<file path="config.mk">
export PLATFORM = sky130hd
export DESIGN_NAME = pidpc_regs
export DESIGN_NICKNAME = d
export VERILOG_FILES = /design/src/hw/pidpc_regs.v /design/src/hw/pidpc_id_rom.v
export VERILOG_INCLUDE_DIRS = /design/src /design/src/hw
export SDC_FILE = /design/constraint.sdc
export NUM_CORES = 1
export LEC_CHECK = 0
export BUFFER_PORTS_ARGS = -buffer_cell sky130_fd_sc_hd__buf_2
export CAP_MARGIN = 10
export CORE_UTILIZATION = 30
export CTS_CLUSTER_SIZE = 16
export DETAILED_ROUTE_END_ITERATION = 12
export GPL_ROUTABILITY_DRIVEN = 0
export HOLD_SLACK_MARGIN = 0.05
export PLACE_DENSITY = 0.7
export RECOVER_POWER = 100
export SYNTH_ARGS = -nofsm -noshare
export SYNTH_HDL_FRONTEND = slang
export SYNTH_SLANG_ARGS = --single-unit
</file>
<file path="constraint.sdc">
create_clock -name ref_clk -period 1.9 [get_ports ref_clk]
set_clock_uncertainty 0.1 [all_clocks]
set_input_delay 0.475 -clock ref_clk [delete_from_list [all_inputs] [get_ports ref_clk]]
set_output_delay 0.475 -clock ref_clk [all_outputs]
set_load 0.01 [all_outputs]
</file>
<file path="src/hw/pidpc_map.vh">
// Register map, field positions, reset values and timing counts of the PHY id page block.
`ifndef PIDPC_MAP_VH
`define PIDPC_MAP_VH

// ****************************************************************
// Register indices (byte address is four times the index)
// ****************************************************************
`define PIDPC_IDX_POWER_CLASS   4'h4
`define PIDPC_IDX_PAGE_SELECT   4'h7
`define PIDPC_IDX_COMPLIANCE    4'h8
`define PIDPC_IDX_ID_RESERVED   4'h9
`define PIDPC_IDX_ORG_ID0       4'ha
`define PIDPC_IDX_ORG_ID1       4'hb
`define PIDPC_IDX_ORG_ID2       4'hc
`define PIDPC_IDX_PART_ID0      4'hd
`define PIDPC_IDX_PART_ID1      4'he
`define PIDPC_IDX_RESET_CTRL    4'he
`define PIDPC_IDX_PART_ID2      4'hf
`define PIDPC_IDX_PAGED_BASE    4'h8

// ****************************************************************
// Pages
// ****************************************************************
`define PIDPC_PAGE_ID           3'h1
`define PIDPC_PAGE_VENDOR       3'h7

// ****************************************************************
// Field positions
// ****************************************************************
`define PIDPC_PWR_LSB           0
`define PIDPC_PWR_MSB           2
`define PIDPC_PAGE_LSB          5
`define PIDPC_PAGE_MSB          7
`define PIDPC_SWRESET_BIT       7

// ****************************************************************
// Reset and fixed values
// ****************************************************************
`define PIDPC_COMPLIANCE_VAL    8'h02
`define PIDPC_PAGE_RESET        3'h0
`define PIDPC_PWR_RESET         3'h0

// ****************************************************************
// Power class codes
// ****************************************************************
`define PIDPC_PWR_NONE          3'h0
`define PIDPC_PWR_SELF_15W      3'h1
`define PIDPC_PWR_SELF_30W      3'h2
`define PIDPC_PWR_SELF_5W       3'h3
`define PIDPC_PWR_BUS_3W        3'h4
`define PIDPC_PWR_RESERVED      3'h5
`define PIDPC_PWR_BUS_PLUS_3W   3'h6
`define PIDPC_PWR_BUS_PLUS_7W   3'h7

// ****************************************************************
// Timing
// ****************************************************************
`define PIDPC_CLK_PERIOD_NS     50
`define PIDPC_RESET_MIN_NS      2000000
`define PIDPC_RESET_MIN_CYCLES  ((`PIDPC_RESET_MIN_NS + `PIDPC_CLK_PERIOD_NS - 1) / `PIDPC_CLK_PERIOD_NS)

`endif

</file>
<file path="src/hw/pidpc_regs.v">
// Paged identification and vendor registers with strapped power class, Wishbone slave.
//
// The implementer's own choice: the Wishbone register port.
`timescale 1ns/1ps
`default_nettype none
`include "pidpc_map.vh"

module pidpc_regs #(
  parameter [23:0] ORG_ID  = 24'h123456,
  parameter [23:0] PART_ID = 24'habcdef
) (
  // Clock and reset
  input  wire        ref_clk,
  input  wire        arst_n,
  // Wishbone slave
  input  wire        wb_cyc_i,
  input  wire        wb_stb_i,
  input  wire        wb_we_i,
  input  wire [5:0]  wb_adr_i,
  input  wire [3:0]  wb_sel_i,
  input  wire [31:0] wb_dat_i,
  output reg  [31:0] wb_dat_o,
  output reg         wb_ack_o,
  // Strap pins
  input  wire [2:0]  power_class_strap_pins,
  // Power class towards self-ID and the rest of the section
  output reg  [2:0]  selfIdPower,
  output reg         powerSelfSupplied,
  output reg         powerBusDrawn,
  output reg         powerClassReserved,
  // Hard reset pulse to the rest of the section
  output reg         phyHardReset
);

  // ****************************************************************
  // Functions
  // ****************************************************************
  // True when a paged index is reached while the given page is selected.
  function pageHit;
    input [3:0] idx;
    input [2:0] sel;
    input [2:0] page;
    begin
      pageHit = (idx >= `PIDPC_IDX_PAGED_BASE) && (sel == page);
    end
  endfunction

  // Class kind as {reserved, bus powered, self powered}.
  function [2:0] powerKind;
    input [2:0] code;
    begin
      case (code)
        `PIDPC_PWR_SELF_15W,
        `PIDPC_PWR_SELF_30W,
        `PIDPC_PWR_SELF_5W:     powerKind = 3'h1;
        `PIDPC_PWR_BUS_3W,
        `PIDPC_PWR_BUS_PLUS_3W,
        `PIDPC_PWR_BUS_PLUS_7W: powerKind = 3'h2;
        `PIDPC_PWR_RESERVED:    powerKind = 3'h4;
        default:                powerKind = 3'h0;
      endcase
    end
  endfunction

  // ****************************************************************
  // Bus decode
  // ****************************************************************
  wire [3:0] index;
  wire       request;
  wire       writeLow;
  reg        stage;
  reg        strapLoaded;
  reg [2:0]  pageSel;
  reg [2:0]  pwrClass;
  wire [7:0] romData;
  wire       commit;
  wire       idPage;
  wire       vendorPage;
  reg [7:0]  next_readByte;
  wire [2:0] kind;

  assign index      = wb_adr_i[5:2];
  assign request    = wb_cyc_i & wb_stb_i & ~wb_ack_o;
  assign commit     = request & stage;
  assign writeLow   = commit & wb_we_i & wb_sel_i[0];
  assign idPage     = pageHit(index, pageSel, `PIDPC_PAGE_ID);
  assign vendorPage = pageHit(index, pageSel, `PIDPC_PAGE_VENDOR);
  assign kind       = powerKind(pwrClass);

  pidpc_id_rom #(
    .ORG_ID  (ORG_ID),
    .PART_ID (PART_ID)
  ) u_id_rom (
    .ref_clk (ref_clk),
    .arst_n  (arst_n),
    .index   (index),
    .data    (romData)
  );

  // ****************************************************************
  // Read data select
  // ****************************************************************
  always @* begin
    next_readByte = 8'h00;
    if (index == `PIDPC_IDX_POWER_CLASS) begin
      next_readByte[`PIDPC_PWR_MSB:`PIDPC_PWR_LSB] = pwrClass;
    end else if (index == `PIDPC_IDX_PAGE_SELECT) begin
      next_readByte[`PIDPC_PAGE_MSB:`PIDPC_PAGE_LSB] = pageSel;
    end else if (idPage) begin
      if (index == `PIDPC_IDX_COMPLIANCE) begin
        next_readByte = `PIDPC_COMPLIANCE_VAL;
      end else begin
        next_readByte = romData;
      end
    end
    // The vendor page, including the reset bit, always reads zero.
    if (vendorPage) begin
      next_readByte = 8'h00;
    end
  end

  // ****************************************************************
  // Bus handshake
  // ****************************************************************
  // Two cycles per access give the identifier store time to register its byte.
  // The handshake flops survive the software reset so the write that fires it is still acked.
  always @(posedge ref_clk or negedge arst_n) begin
    if (!arst_n) begin
      stage    <= 1'b0;
      wb_ack_o <= 1'b0;
      wb_dat_o <= 32'h00000000;
    end else begin
      stage    <= request & ~stage;
      wb_ack_o <= commit;
      if (commit && !wb_we_i) begin
        wb_dat_o <= {24'h000000, next_readByte};
      end
    end
  end

  // ****************************************************************
  // Software hard reset
  // ****************************************************************
  always @(posedge ref_clk or negedge arst_n) begin
    if (!arst_n) begin
      phyHardReset <= 1'b0;
    end else begin
      phyHardReset <= writeLow && vendorPage && (index == `PIDPC_IDX_RESET_CTRL)
                      && wb_dat_i[`PIDPC_SWRESET_BIT];
    end
  end

  // ****************************************************************
  // Control registers
  // ****************************************************************
  // The software reset clears pageSel, pwrClass and strapLoaded as the pin does, one cycle after the write.
  always @(posedge ref_clk or negedge arst_n) begin
    if (!arst_n) begin
      pageSel     <= `PIDPC_PAGE_RESET;
      pwrClass    <= `PIDPC_PWR_RESET;
      strapLoaded <= 1'b0;
    end else if (phyHardReset) begin
      pageSel     <= `PIDPC_PAGE_RESET;
      pwrClass    <= `PIDPC_PWR_RESET;
      strapLoaded <= 1'b0;
    end else if (!strapLoaded) begin
      // Straps are caught on the first edge after any hard reset.
      pwrClass    <= power_class_strap_pins;
      strapLoaded <= 1'b1;
    end else if (writeLow) begin
      if (index == `PIDPC_IDX_PAGE_SELECT) begin
        pageSel <= wb_dat_i[`PIDPC_PAGE_MSB:`PIDPC_PAGE_LSB];
      end
      if (index == `PIDPC_IDX_POWER_CLASS) begin
        pwrClass <= wb_dat_i[`PIDPC_PWR_MSB:`PIDPC_PWR_LSB];
      end
    end
  end

  // ****************************************************************
  // Power class outputs
  // ****************************************************************
  always @(posedge ref_clk or negedge arst_n) begin
    if (!arst_n) begin
      selfIdPower        <= `PIDPC_PWR_RESET;
      powerSelfSupplied  <= 1'b0;
      powerBusDrawn      <= 1'b0;
      powerClassReserved <= 1'b0;
    end else begin
      selfIdPower        <= pwrClass;
      powerSelfSupplied  <= kind[0];
      powerBusDrawn      <= kind[1];
      powerClassReserved <= kind[2];
    end
  end

endmodule // pidpc_regs

`default_nettype wire

</file>
<file path="src/hw/pidpc_id_rom.v">
// Identification byte store with registered read data.
`timescale 1ns/1ps
`default_nettype none
`include "pidpc_map.vh"

module pidpc_id_rom #(
  parameter [23:0] ORG_ID  = 24'h123456,
  parameter [23:0] PART_ID = 24'habcdef
) (
  // Clock and reset
  input  wire       ref_clk,
  input  wire       arst_n,
  // Read port
  input  wire [3:0] index,
  output reg  [7:0] data
);

  // ****************************************************************
  // Byte select, most significant byte at the lowest index
  // ****************************************************************
  reg [7:0] next_data;

  always @* begin
    case (index)
      `PIDPC_IDX_ORG_ID0:  next_data = ORG_ID[23:16];
      `PIDPC_IDX_ORG_ID1:  next_data = ORG_ID[15:8];
      `PIDPC_IDX_ORG_ID2:  next_data = ORG_ID[7:0];
      `PIDPC_IDX_PART_ID0: next_data = PART_ID[23:16];
      `PIDPC_IDX_PART_ID1: next_data = PART_ID[15:8];
      `PIDPC_IDX_PART_ID2: next_data = PART_ID[7:0];
      default:             next_data = 8'h00;
    endcase
  end

  always @(posedge ref_clk or negedge arst_n) begin
    if (!arst_n) begin
      data <= 8'h00;
    end else begin
      data <= next_data;
    end
  end

endmodule // pidpc_id_rom

`default_nettype wire

</file>
==> reports/results.tsv <==
stage	metric	value	unit
die	die-area	5391	sq um
worst_setup_path	cp_cell_sequence	clkbuf_1 -> clkbuf_1 -> and4b_1 -> nand4_4 -> mux2i_1 -> nor2_1	
detailed_routing	route.detailed.drc	0	
timing	hold_viol	0	
timing	layout_min_cycle_time	1.617	ns
clocking	path_clk_slew	0.06	ns
worst_setup_path	r2r-end	pwrClass[0]	
clocking	cts-htree-levels	2	
status	status	completed	
detailed_routing	post_drt_wl_per_cell	10.45	um
clocking	worstSkewPairLatency	0.28	ns
worst_setup_path	cp_max_fo	7	
logic_synthesis	syn_avg_cell_area	11.09	sq um
logic_synthesis	synth_top_area_frac	0.4906	
timing	maxSlewViolCount	0	
die	die_y	73.42	um
run	cap_violations	0	
finish	nets	226	
logic_synthesis	synth.distinct_cells	36	
finish	area_growth	12.76	%
power_and_ir_drop	power_density	753.4	nW/um^2
detailed_routing	drt_wl_total	2549	um
die	initial_core_util	0.3177	
global_route	grt_max_degree	31	
global_route	grt_pass1_vias	894	
timing	slew_headroom	0.5218	
worst_setup_path	worstPathRequired	1.96	ns
worst_setup_path	critPathSlowestCell	and4b_1	
timing	finalSetupTns	0	ns
timing	worstMarginPinSlew	0.7173	ns
worst_setup_path	critPathKind	in2reg	
place	io_buffers	34	
finish	final_common_cell	dfrtp_1	
worst_setup_path	r2r_setup_slack	0.29	ns
clocking	cts_buffers	5	
clocking	postCtsSetupRepairBufs	0	
logic_synthesis	synth_flop_cell	dfrtp_1	
logic_synthesis	async_flop_share	1.000	
clocking	cts_sinks	30	
clocking	cts_buffer_depth	2	
power_and_ir_drop	ir_drop	279.3	uV
worst_setup_path	cpMostUsedCell	clkbuf_1	
global_route	gr-total-overflow	0	
detailed_routing	first_pass_iters	4	
die	num_io_pins	90	
detailed_routing	first_iter_violations	19	
worst_setup_path	reg2regPathDepth	4	
worst_setup_path	cp.arrival	1.68	ns
detailed_routing	viasPerCell	4.111	
global_route	grt_pass1_wl	4133	um
logic_synthesis	ys_seq_area_frac	0.4906	
clocking	cts_root_buf	clkbuf_8	
worst_setup_path	crit_family	simple AND/OR/NAND/NOR gates	
power_and_ir_drop	p_total	1300	uW
finish	antenna_cells	0	
timing	rsz0062_at_grt	false	
detailed_routing	final_antenna_net_count	0	
global_route	track_usage	0.1037	
worst_hold_path	hp-class	in2async	
global_route	antenna_found_initial	0	
timing	fmax	0.6184	GHz
logic_synthesis	ys_warn_count	0	
die	core	4817	sq um
clocking	cts_hold_buf	0	
logic_synthesis	synth_edf_count	0	
timing	setup_viol	0	
clocking	cts_resized	0	
worst_setup_path	cpPeakStageDelay	0.38	ns
detailed_routing	num_vias	1003	
clocking	cts_tree	done	
logic_synthesis	synthCells	138	
worst_setup_path	cp_num_buf_inv	2	
logic_synthesis	syn_area	1530	sq um
worst_setup_path	timing.rr.start	wb_ack_o	
logic_synthesis	synth_area_leader_cell	dfrtp_1	
timing	finalCritPeriodShare	0.8511	
place	dp_hpwl	1959	um
worst_setup_path	crit_path_end_kind	flip-flop	
die	core.rowCount	25	
worst_setup_path	crit_path_start_kind	input port	
finish	drive_gt1_frac	0.1808	
power_and_ir_drop	p_leak	0.0008281	uW
logic_synthesis	ys_ff_latch	30	
finish	mostFrequentLayoutCells	dfrtp_1 (30), conb_1 (24), clkbuf_1 (19)	
logic_synthesis	synthTopCellsByArea	dfrtp_1 (49%), buf_4 (12%), mux2i_1 (4.6%)	
die	die_x	73.42	um
==> power breakdown <==
part           switching, uW  internal, uW  leakage, uW
logic                   77.3          39.6     0.000390
registers               12.5           662     0.000390
clock network            218           291    0.0000482
total                    308           992     0.000828
==> state kept, by name, summed over array words and instances, names as in the netlist <==
signal and cells:
wb_dat_o 8, u_id_rom.data 6, pageSel 3, pwrClass 3, selfIdPower 3, phyHardReset 1, powerBusDrawn 1, powerClassReserved 1
powerSelfSupplied 1, stage 1, strapLoaded 1, wb_ack_o 1
==> how the worst max path moves through the flow <==
| stage | startpoint | to | slack (ns) | cells past startpoint |
|---|---|---|---|---|
| final | wb_adr_i[3] | pageSel[0] | 0.28 | 6 |
| after global routing | wb_adr_i[3] | wb_dat_o[6] | 0.17 | 6 |
| after CTS | wb_ack_o | pwrClass[0] | 0.33 | 4 |
| after detailed placement | wb_adr_i[2] | pwrClass[0] | 0.15 | 5 |
| after global placement | wb_adr_i[2] | pwrClass[0] | 0.13 | 5 |
| after floorplan | wb_adr_i[2] | pwrClass[0] | 0.18 | 5 |
==> final cells by class <==
type | instances | area (sq um)
clock buffers | 7 | 86.33
clock inverters | 1 | 5.005
fillers | 514 | 3092
inverters | 3 | 11.26
multi-input cells | 99 | 620.6
flip-flops and latches | 30 | 750.7
well taps | 67 | 83.83
repair buffers | 37 | 167.7
==> stage by stage <==
step	worst slack [ns]	util	cells	instance area, sq um	hold WS, ns
6_report	0.2828	0.3582	244	1725	0.1461
5_1_grt	0.1681	0.3582	244	1725	0.1983
4_1_cts	0.3313	0.3686	244	1775	0.1396
3_5_place_dp	0.1456	0.3496	236	1684	0.3194
3_3_place_gp	0.1333	0.3496	236	1684	0.3230
2_1_floorplan	0.1819	-	161	1617	0.07941
==> metal layers <==
layer | track usage | share of wire | vias up | routed length, um
met4 | 0.02564 | 0 | 0 | 0
met2 | 0.1728 | 0.50 | 35 | 1267
li1 | - | - | 498 | -
met3 | 0.04938 | 0.071 | 0 | 180
met5 | 0 | 0 | - | 0
met1 | 0.1202 | 0.43 | 470 | 1101
==> logic make-up (layout without fill, tap and decap cells) <==
kind of cell	Yosys count	count (layout)	synth area share
buf+inv	32	48	0.1439
mux	10	10	0.07277
simple gates	45	45	0.2036
flops	30	30	0.4906
xor+xnor	1	1	0.005725
other cells	1	24	0.002451
compound gates	19	19	0.08095
==> synthesized netlist by cell type (all sizes together), types with 3 or more instances <==
library cell and n:
and2 3, nand2b 3, mux2 3, clkbuf 3, nor2 10, nand2 14
dfrtp 30, inv 3, buf 26, mux2i 7, a22oi 5, o21ai 8
Note: power is estimated with default switching activity, not from simulation.
